`src/core/padc_map.svh`:
```
// Constants for the converter output port: widths, codes and pipeline figures.
// Assumes inclusion by bare name from the package and the design modules.
`ifndef PADC_MAP_SVH
`define PADC_MAP_SVH

// ****************************************
// Word layout and codes
// ****************************************
`define PADC_WORD_W      15
`define PADC_SIGN_BIT    14
`define PADC_IN_W        16
`define PADC_POS_FS      15'h3FFF
`define PADC_NEG_FS      15'h4000

// ****************************************
// Pipeline and buffering
// ****************************************
`define PADC_LATENCY     3
`define PADC_SYNC_STAGES 3
`define PADC_FIFO_DEPTH  8

`endif

```
`src/core/padc_pkg.sv`:
```
// Types shared by the converter output port and its buffer.
// Assumes the constant header is on the include path.
`include "padc_map.svh"

package padc_pkg;

    typedef struct packed {
        logic                     ovr;
        logic [`PADC_WORD_W-1:0]  word;
    } padc_sample_t;

    localparam int PADC_SAMPLE_W = $bits(padc_sample_t);

endpackage : padc_pkg

```
`src/core/padc_fifo.sv`:
```
// Synchronous FIFO with valid/ready on both sides.
// Assumes a single clock and an asynchronous active-high reset.
module padc_fifo #(
    parameter int WIDTH = 16,
    parameter int DEPTH = 8
) (
    input  wire logic             mclk_i,
    input  wire logic             rst_i,
    input  wire logic             in_valid_i,
    output logic                  in_ready_o,
    input  wire logic [WIDTH-1:0] in_data_i,
    output logic                  out_valid_o,
    input  wire logic             out_ready_i,
    output logic [WIDTH-1:0]      out_data_o
);
    localparam int AW = (DEPTH > 1) ? $clog2(DEPTH) : 1;

    logic [WIDTH-1:0] mem [DEPTH];
    logic [AW-1:0]    wr_ptr;
    logic [AW-1:0]    rd_ptr;
    logic [AW:0]      count;
    logic             push;
    logic             pop;

    assign in_ready_o  = (count != (AW+1)'(DEPTH));
    assign out_valid_o = (count != '0);
    assign out_data_o  = mem[rd_ptr];
    assign push        = in_valid_i && in_ready_o;
    assign pop         = out_valid_o && out_ready_i;

    function automatic logic [AW-1:0] bump(input logic [AW-1:0] p);
        return (p == AW'(DEPTH - 1)) ? '0 : AW'(p + 1'b1);
    endfunction

    always_ff @(posedge mclk_i) begin
        if (push) begin
            mem[wr_ptr] <= in_data_i;
        end
    end

    always_ff @(posedge mclk_i or posedge rst_i) begin
        if (rst_i) begin
            wr_ptr <= '0;
            rd_ptr <= '0;
        end else begin
            if (push) begin
                wr_ptr <= bump(wr_ptr);
            end
            if (pop) begin
                rd_ptr <= bump(rd_ptr);
            end
        end
    end

    always_ff @(posedge mclk_i or posedge rst_i) begin
        if (rst_i) begin
            count <= '0;
        end else if (push && !pop) begin
            count <= count + 1'b1;
        end else if (pop && !push) begin
            count <= count - 1'b1;
        end
    end

endmodule // padc_fifo

```
`src/core/padc_out_port.sv`:
```
// Output side of a pipelined sampling converter: sample, code, delay, strobe.
// Assumes the conversion clock arrives unsynchronised and far slower than mclk_i.
`include "padc_map.svh"

module padc_out_port
    import padc_pkg::*;
#(
    parameter int IN_W       = `PADC_IN_W,
    parameter int FIFO_DEPTH = `PADC_FIFO_DEPTH
) (
    input  wire logic                   mclk_i,
    input  wire logic                   rst_i,
    input  wire logic                   conv_clock_pos_i,
    input  wire logic                   conv_clock_neg_i,
    input  wire logic signed [IN_W-1:0] analog_in_pos_i,
    input  wire logic signed [IN_W-1:0] analog_in_neg_i,
    output logic [`PADC_WORD_W-1:0]     sample_word_bits_o,
    output logic                        overrange_flag_o,
    output logic                        sample_valid_strobe_o,
    output logic                        sample_dropped_o
);

    // ****************************************
    // Conversion clock sampling
    // ****************************************
    logic [`PADC_SYNC_STAGES-1:0] conv_sync;
    logic                         conv_level;
    logic                         conv_rise;
    logic                         conv_fall;
    logic                         conv_agree;

    // Differential receiver: high when the positive leg leads
    always_ff @(posedge mclk_i or posedge rst_i) begin
        if (rst_i) begin
            conv_sync <= '0;
        end else begin
            conv_sync <= {conv_sync[`PADC_SYNC_STAGES-2:0], conv_clock_pos_i & ~conv_clock_neg_i};
        end
    end

    // Second and third stage must agree, which filters a single-cycle glitch
    assign conv_agree = (conv_sync[1] == conv_sync[2]);
    assign conv_rise  = conv_agree && conv_sync[1] && !conv_level;
    assign conv_fall  = conv_agree && !conv_sync[1] && conv_level;

    always_ff @(posedge mclk_i or posedge rst_i) begin
        if (rst_i) begin
            conv_level <= 1'b0;
        end else if (conv_agree) begin
            conv_level <= conv_sync[1];
        end
    end

    // ****************************************
    // Quantiser
    // ****************************************
    function automatic padc_sample_t quantize(input logic signed [IN_W-1:0] pos,
                                              input logic signed [IN_W-1:0] neg);
        logic signed [IN_W:0] diff;
        logic signed [IN_W:0] hi;
        logic signed [IN_W:0] lo;
        padc_sample_t         s;
        diff = (IN_W+1)'(pos) - (IN_W+1)'(neg);
        hi   = (IN_W+1)'($signed(`PADC_POS_FS));
        lo   = (IN_W+1)'($signed(`PADC_NEG_FS));
        if (diff > hi) begin
            s.ovr  = 1'b1;
            s.word = `PADC_POS_FS;
        end else if (diff < lo) begin
            s.ovr  = 1'b1;
            s.word = `PADC_NEG_FS;
        end else begin
            s.ovr  = 1'b0;
            s.word = diff[`PADC_WORD_W-1:0];
        end
        return s;
    endfunction

    // Inputs are taken as settled at the detected edge; the analog path has no flops
    padc_sample_t cap;
    logic         cap_valid;
    logic         fifo_in_ready;

    always_ff @(posedge mclk_i or posedge rst_i) begin
        if (rst_i) begin
            cap <= '0;
        end else if (conv_rise) begin
            cap <= quantize(analog_in_pos_i, analog_in_neg_i);
        end
    end

    always_ff @(posedge mclk_i or posedge rst_i) begin
        if (rst_i) begin
            cap_valid <= 1'b0;
        end else if (conv_rise) begin
            cap_valid <= 1'b1;
        end else if (fifo_in_ready) begin
            cap_valid <= 1'b0;
        end
    end

    // A held word overwritten by the next edge is lost; flag it for one cycle
    always_ff @(posedge mclk_i or posedge rst_i) begin
        if (rst_i) begin
            sample_dropped_o <= 1'b0;
        end else begin
            sample_dropped_o <= conv_rise && cap_valid && !fifo_in_ready;
        end
    end

    // ****************************************
    // Buffer and output pipeline
    // ****************************************
    padc_sample_t fifo_out;
    logic         fifo_out_valid;
    logic         pend_take;
    padc_sample_t pend;
    logic         pend_valid;
    padc_sample_t pipe [`PADC_LATENCY];

    padc_fifo #(
        .WIDTH (PADC_SAMPLE_W),
        .DEPTH (FIFO_DEPTH)
    ) u_fifo (
        .mclk_i      (mclk_i),
        .rst_i       (rst_i),
        .in_valid_i  (cap_valid),
        .in_ready_o  (fifo_in_ready),
        .in_data_i   (cap),
        .out_valid_o (fifo_out_valid),
        .out_ready_i (pend_take),
        .out_data_o  (fifo_out)
    );

    // Pending slot stalls the buffer until the pipeline consumes it
    assign pend_take = !pend_valid || conv_rise;

    always_ff @(posedge mclk_i or posedge rst_i) begin
        if (rst_i) begin
            pend       <= '0;
            pend_valid <= 1'b0;
        end else if (pend_take) begin
            pend       <= fifo_out;
            pend_valid <= fifo_out_valid;
        end
    end

    // Word and flag move together so the flag qualifies its own sample
    always_ff @(posedge mclk_i or posedge rst_i) begin
        if (rst_i) begin
            for (int i = 0; i < `PADC_LATENCY; i++) begin
                pipe[i] <= '0;
            end
        end else if (conv_rise) begin
            pipe[0] <= pend_valid ? pend : pipe[0];
            for (int i = 1; i < `PADC_LATENCY; i++) begin
                pipe[i] <= pipe[i-1];
            end
        end
    end

    assign sample_word_bits_o = pipe[`PADC_LATENCY-1].word;
    assign overrange_flag_o   = pipe[`PADC_LATENCY-1].ovr;

    // Strobe is the inverted clock, so its rise sits mid-period to the data change
    always_ff @(posedge mclk_i or posedge rst_i) begin
        if (rst_i) begin
            sample_valid_strobe_o <= 1'b0;
        end else begin
            sample_valid_strobe_o <= conv_agree ? !conv_sync[1] : !conv_level;
        end
    end

    // ****************************************
    // Assertions
    // ****************************************
    logic signed [IN_W:0] past_diff;
    assign past_diff = (IN_W+1)'(analog_in_pos_i) - (IN_W+1)'(analog_in_neg_i);
endmodule // padc_out_port

```
`config.mk`:
```
export PLATFORM = sky130hd
export DESIGN_NAME = padc_out_port
export DESIGN_NICKNAME = d
export VERILOG_FILES = /design/src/core/padc_pkg.sv /design/src/core/padc_fifo.sv /design/src/core/padc_out_port.sv
export VERILOG_INCLUDE_DIRS = /design/src /design/src/core
export SDC_FILE = /design/constraint.sdc
export NUM_CORES = 1
export LEC_CHECK = 0
export BUFFER_PORTS_ARGS = -buffer_cell sky130_fd_sc_hd__buf_2
export CAP_MARGIN = 20
export CORE_AREA = 2 2 170 172
export DETAILED_ROUTE_END_ITERATION = 16
export DIE_AREA = 0 0 172 174
export HOLD_SLACK_MARGIN = 0.06
export PLACE_DENSITY = 0.5
export RECOVER_POWER = 50
export SYNTH_ARGS = -nofsm -noshare
export SYNTH_HDL_FRONTEND = slang
export SYNTH_SLANG_ARGS = --single-unit
```
`constraint.sdc`:
```
create_clock -name mclk_i -period 3.81 [get_ports mclk_i]
set_input_delay 0.1905 -clock mclk_i [delete_from_list [all_inputs] [get_ports mclk_i]]
set_output_delay 0.1905 -clock mclk_i [all_outputs]
set_load 0.01 [all_outputs]
```
==> impl_metrics.json, run 1 <==
{
  "run_status": "finished, violations left",
  "failed_checks": "max-capacitance violations, max-slew violations",
  "timing.slew.headroom_pct": -1.26,
  "required_ps": 4190,
  "critical_path.endpoint_type": "flop",
  "clock_power_share_pct": 32.1,
  "postSynth.topFlopCell": "sky130_fd_sc_hd__edfxtp_1",
  "clock.fmax_mhz": 362,
  "synthesis.nets": 769,
  "die_x_um": 172,
  "area_delta_synth_final_pct": 15.6,
  "timing.final.hold_violations": 0,
  "grt_use_total_pct": 13.1,
  "placedInstanceArea_mm2": 0.0104,
  "rsz_0062_raised_after_global_routing": "false",
  "syn_inst": 707,
  "maxCapViolations": 1,
  "fin_worst_skew_ps": 17.7,
  "hpwlAfterDp_mm": 11.8,
  "fillcell_total": 2710,
  "synth.avg_cell_area_um2": 13.8,
  "antennaDiodeCount": 0,
  "cts_tree": "done",
  "worstPathArrival_ps": 3150,
  "clk_pin_slew_ps": 60,
  "overflow": 0,
  "seq_power_share_pct": 49.1,
  "timing.setup.critical_path_class": "reg2reg",
  "route.detailed.wl_per_inst_um": 16.1,
  "place.detailed.instances": 1112,
  "row_count": 62,
  "synth_top_cell_area_share_pct": 39.5,
  "initial_utilization_pct": 34.5,
  "most_frequent_cell_after_synthesis": "sky130_fd_sc_hd__nand2_1",
  "yosys.cell_types.count": 46,
  "yosys_register_bits": 226,
  "share_of_flip_flops_with_an_asynchronous_set_or_reset_pct": 43.4,
  "die_area_mm2": 0.0299,
  "final_std_cell_area_no_fill_mm2": 0.0112,
  "finalHoldWorstSlack_ps": 148,
  "p_per_area_mw_per_mm2": 672,
  "synth.yosys.seq_area_share_pct": 64.7,
  "wire_length_of_the_first_global_routing_pass_mm": 30.7,
  "finalSetupViolations": 0,
  "internal_power_uw": 5460,
  "worst_slew_pin_slew_ps": 1520,
  "dr.first_iter.drc_count": 352,
  "synth.cells.most_frequent": "sky130_fd_sc_hd__nand2_1, sky130_fd_sc_hd__edfxtp_1, sky130_fd_sc_hd__dfrtp_1, sky130_fd_sc_hd__mux4_2, sky130_fd_sc_hd__o21ai_0",
  "port_buffers": 53,
  "leakage_power_figure_uw": 0.00447,
  "worstSkewPairLatency_ps": 510,
  "routed_wirelength_mm": 18.7,
  "drive_above_1_share_pct": 20.5,
  "power.switching_uw": 2090,
  "yosys.area.top_type": "sky130_fd_sc_hd__edfxtp_1",
  "cts-buffers-inserted": 24,
  "timing.critical_path.cells": "nor3_1 -> nand2_1 -> nand2_1 -> inv_1 -> ha_1 -> inv_1 -> ha_1 -> a21o_1 -> a21oi_1 -> xnor2_1 -> nor2_1 -> xor2_1",
  "instances_no_fill": 1159,
  "io_pins": 54,
  "largest_fanout_on_the_critical_path": 10,
  "syn_area_mm2": 0.00974,
  "delay_of_the_slowest_cell_on_the_worst_path_ps": 450,
  "vias_per_instance": 4.70,
  "drc_errors": 0,
  "power.share.switching_pct": 27.7,
  "synth_top_cells_by_area": "sky130_fd_sc_hd__edfxtp_1, sky130_fd_sc_hd__dfrtp_1, sky130_fd_sc_hd__mux4_2",
  "gpl.final_weighted_congestion": 0.767,
  "clock_sink_count": 226,
  "drtAntennaViolNets": 0,
  "fin_tns_setup_ps": 0,
  "worstSetupStartpointType": "flop",
  "fp.dieH_um": 174,
  "synth_edf_count": 128,
  "comb_power_share_pct": 18.9,
  "core-area_mm2": 0.0282,
  "holdCritPathClass": "in2reg",
  "clk_path_buf_depth": 3,
  "cts-root-buf": "sky130_fd_sc_hd__clkbuf_16",
  "ctsResizeCount": 0,
  "antenna_found_initial": 0,
  "slowest_stage": "sky130_fd_sc_hd__dfrtp_1",
  "dr_total_vias": 5445,
  "finish.net_count": 819,
  "max-vdd-ir-drop_mv": 0.352,
  "cts.htree.levels": 1,
  "grt_pass1_vias": 5684,
  "final_max_slew_viol_count": 30,
  "drt-pass1-iter-count": 7,
  "yosys_warnings": 0,
  "finalWorstPathRequiredPeriod_ps": 2760,
  "layout_worst_path_cycle_share_pct": 72.5,
  "grt_max_degree": 71
}
cells in the final DEF (no fill, tap or decap), drive strengths merged, types with 13 or more instances in the layout:
master  count
inv        23
clkbuf     59
mux2i      16
xnor2      14
nand2     144
dfrtp      98
ha         24
a21oi      28
nor2       25
mux4       32
mux2       21
nor3       13
buf        48
o21ai      26
edfxtp    128
through the flow:
stage / setup WS [ps] / total power [µW] / util (%)
6_report: 1050 / 7560 / 39.8
5_1_grt: 838 / 8010 / 39.8
4_1_cts: 1040 / 7690 / 40.0
3_5_place_dp: 933 / 5240 / 36.9
3_3_place_gp: 1100 / 5150 / 36.9
2_1_floorplan: 1060 / 4760 / -
timing repair:
item,in CTS,in global routing
setup buffers,0,0
hold buffers,3,0
endpoints found under the hold margin,70,0
worst max-delay path: cells and delay by family, from the launching register on:
family	cells	cell delay, ps
buf+inv	2	290
simple gates	4	800
compound gates	2	350
flops	1	450
xor+xnor	2	270
fa+ha+maj	2	490
cell type report:
class / count / area [µm²] / area share, %
timing repair buffer: 72 / 384 / 3.41
sequential: 226 / 6300 / 56.0
tap: 384 / 480 / 4.27
clock buffer: 38 / 736 / 6.54
inverter: 23 / 88.8 / 0.790
clock inverter: 6 / 103 / 0.912
multi-input combinational: 410 / 3160 / 28.1
sequential cells by signal, indices dropped and copies added, names as in the netlist:
| register | cells |
|---|---|
| cap | 16 |
| cap_valid | 1 |
| conv_level | 1 |
| conv_sync | 3 |
| overrange_flag_o | 1 |
| pend | 16 |
| pend_valid | 1 |
| pipe | 32 |
| sample_dropped_o | 1 |
| sample_valid_strobe_o | 1 |
| sample_word_bits_o | 15 |
| u_fifo.count | 4 |
| u_fifo.mem | 128 |
| u_fifo.rd_ptr | 3 |
| u_fifo.wr_ptr | 3 |
kinds of logic after synthesis:
kind of cell | after synthesis | synth area share (%)
flops | 226 | 64.7
simple gates | 217 | 9.37
compound gates | 77 | 5.38
buf+inv | 71 | 3.56
mux | 69 | 11.5
fa+ha+maj | 26 | 3.50
xor+xnor | 21 | 2.04
layer usage:
metal  up-vias  track usage [%]  part of all wire, %
met3        26             2.05                  4.5
met4         0             2.91                  1.6
met5         -                0                    0
met2       117             22.0                   48
li1       2625                -                    -
met1      2677             17.8                   46
worst paths after layout:
path	startpoint	endpoint	slack (ps)	cells past startpoint
worst max register to register	u_fifo.count[0]	u_fifo.count[3]	1050	12
worst max-delay path	u_fifo.count[0]	u_fifo.count[3]	1050	12
max in group asynchronous	rst_i	pipe[21]	1460	4
worst min-delay path	analog_in_neg_i[0]	cap[0]	150	4
min in group asynchronous	rst_i	sample_word_bits_o[12]	420	3
worst min register to register	conv_sync[0]	conv_sync[1]	350	0
power groups by stage:
stage,clock [µW],sequential [µW],combinational [µW]
after CTS,2490,3730,1460
after detailed placement,0,3780,1460
after global routing,2600,3810,1600
after global placement,0,3730,1410
after floorplan,0,3460,1300
final,2420,3710,1430
Power figures use the tool's default switching activity.
==> run 2: changes to the inputs <==
- PLACE_DENSITY: 0.5 -> 0.52
- clock period: 3.81 -> 2.3 ns (I/O delays scaled with it)
==> run 2 against run 1 <==
Net effect: the run now ends clean; sequential power grew 61%; wire length fell by 2.1%; via count increased by 0.53%; cell count increased by 3.4%; maximum frequency rose by 29%; clock power increased by 67%; non-clock buffer count grew 40; total power grew 69%; design area rose by 3.4%; largest power group unchanged.
==> impl_metrics.json, run 2 (synthesized netlist as in run 1, its figures left out) <==
{
  "drc_errors": 0,
  "finalWorstPathRequiredPeriod_ps": 2140,
  "drive_above_1_share_pct": 25.3,
  "cts-root-buf": "sky130_fd_sc_hd__clkbuf_16",
  "dr.first_iter.drc_count": 265,
  "cts-buffers-inserted": 24,
  "cts_tree": "done",
  "vias_per_instance": 4.57,
  "io_pins": 54,
  "clock_sink_count": 226,
  "instances_no_fill": 1198,
  "fillcell_total": 2668,
  "clock.fmax_mhz": 468,
  "fin_tns_setup_ps": 0,
  "leakage_power_figure_uw": 0.00467,
  "routed_wirelength_mm": 18.3,
  "placedInstanceArea_mm2": 0.0107,
  "final_max_slew_viol_count": 0,
  "most_common_cell_after_layout_fill_and_taps_aside": "sky130_fd_sc_hd__nand2_1",
  "antenna_found_initial": 0,
  "p_per_area_mw_per_mm2": 1100,
  "most_used_cells_in_the_layout_excluding_fill_and_tap_cells": "sky130_fd_sc_hd__nand2_1, sky130_fd_sc_hd__edfxtp_1, sky130_fd_sc_hd__dfrtp_1",
  "hpwlAfterDp_mm": 11.7,
  "die_area_mm2": 0.0299,
  "core-area_mm2": 0.0282,
  "max_flop_register": "u_fifo.mem",
  "ff_latch_area_mm2": 0.00630,
  "grt_use_total_pct": 12.7,
  "clk_pin_slew_ps": 60,
  "timing.setup.critical_path_class": "reg2reg",
  "grt_max_degree": 43,
  "place.detailed.instances": 1148,
  "fin_worst_skew_ps": 9.66,
  "top_regs": "u_fifo.mem (128), pipe (32)",
  "route.detailed.wl_per_inst_um": 15.3,
  "row_count": 62,
  "grt_pass1_vias": 5516,
  "worst_slew_pin_slew_ps": 908,
  "finalHoldWorstSlack_ps": 138,
  "holdCritPathClass": "in2reg",
  "worstPathArrival_ps": 2540,
  "drtAntennaViolNets": 0,
  "die_x_um": 172,
  "worstSetupStartpointType": "flop",
  "required_ps": 2700,
  "fp.dieH_um": 174,
  "overflow": 0,
  "drt-pass1-iter-count": 4,
  "worstSkewPairLatency_ps": 520,
  "finalSetupViolations": 0,
  "max-vdd-ir-drop_mv": 0.460,
  "cts.htree.levels": 1,
  "area_delta_synth_final_pct": 19.5,
  "gpl.final_weighted_congestion": 0.737,
  "finish.net_count": 859,
  "multiInputGateArea_mm2": 0.00319,
  "timing.final.hold_violations": 0,
  "dr_total_vias": 5474,
  "initial_utilization_pct": 34.5,
  "final_std_cell_area_no_fill_mm2": 0.0116,
  "port_buffers": 53,
  "clk_path_buf_depth": 3,
  "largest_fanout_on_the_critical_path": 3,
  "run_status": "finished, final reports clean",
  "wire_length_of_the_first_global_routing_pass_mm": 30.0,
  "antennaDiodeCount": 0,
  "maxCapViolations": 0,
  "critical_path.endpoint_type": "flop",
  "rsz_0062_raised_after_global_routing": "false",
  "largest_reg_flops": 128,
  "timing.slew.headroom_pct": 39.5,
  "layout_worst_path_cycle_share_pct": 93.0,
  "design_power_total_uw": 12800
}
run 2: cell types whose count changed in the layout (fill, tap and decap cells not counted), sizes merged:
cell	delta
inv	-1
clkinvlp	+3
bufinv	+2
dlygate4sd3	+2
clkbuf	-12
buf	+37
clkinv	+8
run 2: metrics by stage:
stage / worst slack (ps) / util (%)
after floorplan: -77.9 / -
after detailed placement: -138 / 38.0
final: 161 / 41.2
after CTS: 22.7 / 41.1
after global routing: 25.7 / 41.2
after global placement: -81.1 / 38.0
run 2: what timing repair did:
action,in CTS,in global routing
endpoints found under the hold margin,100,0
hold buffers,5,0
setup buffers,0,2
pin swaps,0,7
setup endpoints to repair,1,1
resized for setup,2,5
run 2: final timing paths:
| kind | startpoint | end | slack, ps | cells after the start |
|---|---|---|---|---|
| worst max register to register | conv_sync[1] | u_fifo.count[3] | 160 | 13 |
| worst min-delay path | analog_in_neg_i[1] | cap[1] | 140 | 4 |
| max in group asynchronous | rst_i | sample_word_bits_o[0] | 610 | 5 |
| worst min register to register | conv_sync[0] | conv_sync[1] | 350 | 0 |
| min in group asynchronous | rst_i | pend_valid | 630 | 4 |
| worst max-delay path | conv_sync[1] | u_fifo.count[3] | 160 | 13 |
run 2: worst max-delay path: stages, from the launching register on:
cell                       delay [ps]
sky130_fd_sc_hd__dfrtp_1          400
sky130_fd_sc_hd__ha_4             160
sky130_fd_sc_hd__nand2b_4          70
sky130_fd_sc_hd__and2_4           170
sky130_fd_sc_hd__nor2_4            90
sky130_fd_sc_hd__inv_1             50
sky130_fd_sc_hd__ha_2             180
sky130_fd_sc_hd__inv_2             80
sky130_fd_sc_hd__ha_4             190
sky130_fd_sc_hd__a21o_1           160
sky130_fd_sc_hd__a21oi_2          120
sky130_fd_sc_hd__xnor2_1          120
sky130_fd_sc_hd__nor2_1            70
sky130_fd_sc_hd__xor2_1           150
run 2: where the power goes:
part           total [µW]  switching (µW)  leakage, µW  internal (µW)
combinational        2760            1270      0.00188           1490
sequential           5970             723      0.00238           5250
clock                4050            1560     0.000406           2490
run 2: cell type report:
type                    instances  share of cell area (%)
clock inverters                18                    1.93
repair buffers                112                    6.34
clock buffers                  25                    5.28
flip-flops and latches        226                    54.1
multi-input cells             410                    27.4
well taps                     384                    4.13
inverters                      23                   0.753
run 2: metal layers:
metal	part of all wire, %	global-route usage (%)
met1	46	17.3
met2	48	21.1
met3	4.7	1.98
met4	1.5	3.12
met5	0	0
==> run 3: changes to the inputs <==
- MAX_ROUTING_LAYER: not set -> met4
==> run 3 against run 2 <==
Net effect: critical path depth unchanged; first-iteration DRC count increased by 8.3%; count of clock-buffer cells in the layout unchanged; sequential share of layout area unchanged; maximum frequency unchanged; largest cell class unchanged; via count increased by 0.35%; critical endpoint unchanged; critical path type unchanged; non-clock buffer count unchanged; combinational power about the same; clock skew about the same; design area unchanged; cell count unchanged; hold slack about the same.
==> impl_metrics.json, run 3 (synthesized netlist as in run 1, its figures left out) <==
{
  "leakage_power_figure_uw": 0.00467,
  "grt_pass1_vias": 5523,
  "max-vdd-ir-drop_mv": 0.459,
  "finalHoldWorstSlack_ps": 138,
  "worstSkewPairLatency_ps": 520,
  "dr_total_vias": 5493,
  "io_pins": 54,
  "largest_reg_flops": 128,
  "run_status": "finished, final reports clean",
  "overflow": 0,
  "timing.setup.critical_path_class": "reg2reg",
  "fp.dieH_um": 174,
  "cts_tree": "done",
  "worstSetupStartpointType": "flop",
  "clk_pin_slew_ps": 60,
  "die_x_um": 172,
  "timing.final.hold_violations": 0,
  "finalWorstPathRequiredPeriod_ps": 2140,
  "initial_utilization_pct": 34.5,
  "gpl.final_weighted_congestion": 0.746,
  "port_buffers": 53,
  "p_per_area_mw_per_mm2": 1100,
  "antenna_found_initial": 0,
  "maxCapViolations": 0,
  "max_flop_register": "u_fifo.mem",
  "timing.slew.headroom_pct": 39.7,
  "critical_path.endpoint_type": "flop",
  "fin_worst_skew_ps": 9.52,
  "dr.first_iter.drc_count": 287,
  "clk_path_buf_depth": 3,
  "final_max_slew_viol_count": 0,
  "hpwlAfterDp_mm": 11.7,
  "grt_max_degree": 43,
  "finalSetupViolations": 0,
  "finish.net_count": 859,
  "timing.critical_path.cells": "ha_4 -> nand2b_4 -> and2_4 -> nor2_4 -> inv_1 -> ha_2 -> inv_2 -> ha_4 -> a21o_1 -> a21oi_2 -> xnor2_1 -> nor2_1 -> xor2_1",
  "antennaDiodeCount": 0,
  "layout_worst_path_cycle_share_pct": 93.0,
  "cts.htree.levels": 1,
  "area_delta_synth_final_pct": 19.5,
  "holdCritPathClass": "in2reg",
  "cts-buffers-inserted": 24,
  "grt_use_total_pct": 13.0,
  "worstPathArrival_ps": 2540,
  "delay_of_the_slowest_cell_on_the_worst_path_ps": 400,
  "slowest_stage": "sky130_fd_sc_hd__dfrtp_1",
  "die_area_mm2": 0.0299,
  "drive_above_1_share_pct": 25.3,
  "most_common_cell_after_layout_fill_and_taps_aside": "sky130_fd_sc_hd__nand2_1",
  "core-area_mm2": 0.0282,
  "drt-pass1-iter-count": 4,
  "wire_length_of_the_first_global_routing_pass_mm": 30.0,
  "drtAntennaViolNets": 0,
  "largest_fanout_on_the_critical_path": 3,
  "route.detailed.wl_per_inst_um": 15.3,
  "cts-root-buf": "sky130_fd_sc_hd__clkbuf_16",
  "routed_wirelength_mm": 18.3,
  "rsz_0062_raised_after_global_routing": "false",
  "most_used_cells_in_the_layout_excluding_fill_and_tap_cells": "sky130_fd_sc_hd__nand2_1, sky130_fd_sc_hd__edfxtp_1, sky130_fd_sc_hd__dfrtp_1",
  "worst_slew_pin_slew_ps": 904,
  "vias_per_instance": 4.59,
  "clock.fmax_mhz": 468,
  "top_regs": "u_fifo.mem (128), pipe (32)",
  "clock_sink_count": 226,
  "drc_errors": 0,
  "fin_tns_setup_ps": 0,
  "required_ps": 2700,
  "row_count": 62,
  "crit_path_frequent_cell": "sky130_fd_sc_hd__ha_4"
}
## run 3: cell type report
| class | count | area (µm²) |
|---|---|---|
| multi-input combinational | 410 | 3190 |
| sequential | 226 | 6300 |
| fill | 2668 | 16600 |
| tap | 384 | 480 |
| inverter | 23 | 87.6 |
| clock buffer | 25 | 614 |
| clock inverter | 18 | 224 |
| timing repair buffer | 112 | 737 |
## run 3: critical path: cells and delay by family, from the launching register on
family | cells | cell delay, ps
AO/OA/AOI/OAI | 2 | 280
XOR/XNOR | 2 | 270
adder cells (fa/ha/maj) | 3 | 530
buffers and inverters | 2 | 130
flip-flops | 1 | 400
AND/OR/NAND/NOR | 4 | 400
## run 3: path summary, 6_finish.rpt
path	from	endpoint	slack, ps	cells after the start
max	conv_sync[1]	u_fifo.count[3]	160	13
min in group asynchronous	rst_i	pend_valid	630	4
max reg2reg	conv_sync[1]	u_fifo.count[3]	160	13
max in group asynchronous	rst_i	sample_word_bits_o[1]	620	5
min	analog_in_neg_i[1]	cap[1]	140	4
min reg2reg	conv_sync[0]	conv_sync[1]	350	0
## run 3: timing repair
item                       4_1_cts  5_1_grt
hold endpoints to repair       100        0
hold buffers                     5        0
buffers inserted                 0        2
gates resized for setup          2        5
setup endpoints to repair        1        1
pin swaps                        0        7
## run 3: stage by stage
stage	utilization, %	worst slack, ps	total power, µW	instance area (µm²)	std cells
global placement	38.0	-81.1	8800	10700	1148
detailed placement	38.0	-138	8860	10700	1148
floorplan	-	-77.9	7910	9770	707
global route	41.2	25.7	13500	11600	1198
finish	41.2	161	12800	11600	1198
CTS	41.1	22.7	13000	11600	1196
## run 3: routing by layer
metal	wire [µm]	vias to the layer above	global-route usage, %
met5	0	-	-
met4	280	0	3.12
met3	856	22	1.96
met2	8710	110	21.1
met1	8470	2652	17.3
li1	-	2709	-
## run 3: where the power goes
part / leakage, µW / internal [µW] / switching, µW
Clock: 0.000406 / 2490 / 1550
Combinational: 0.00188 / 1490 / 1270
Sequential: 0.00238 / 5250 / 722
Total: 0.00467 / 9230 / 3550
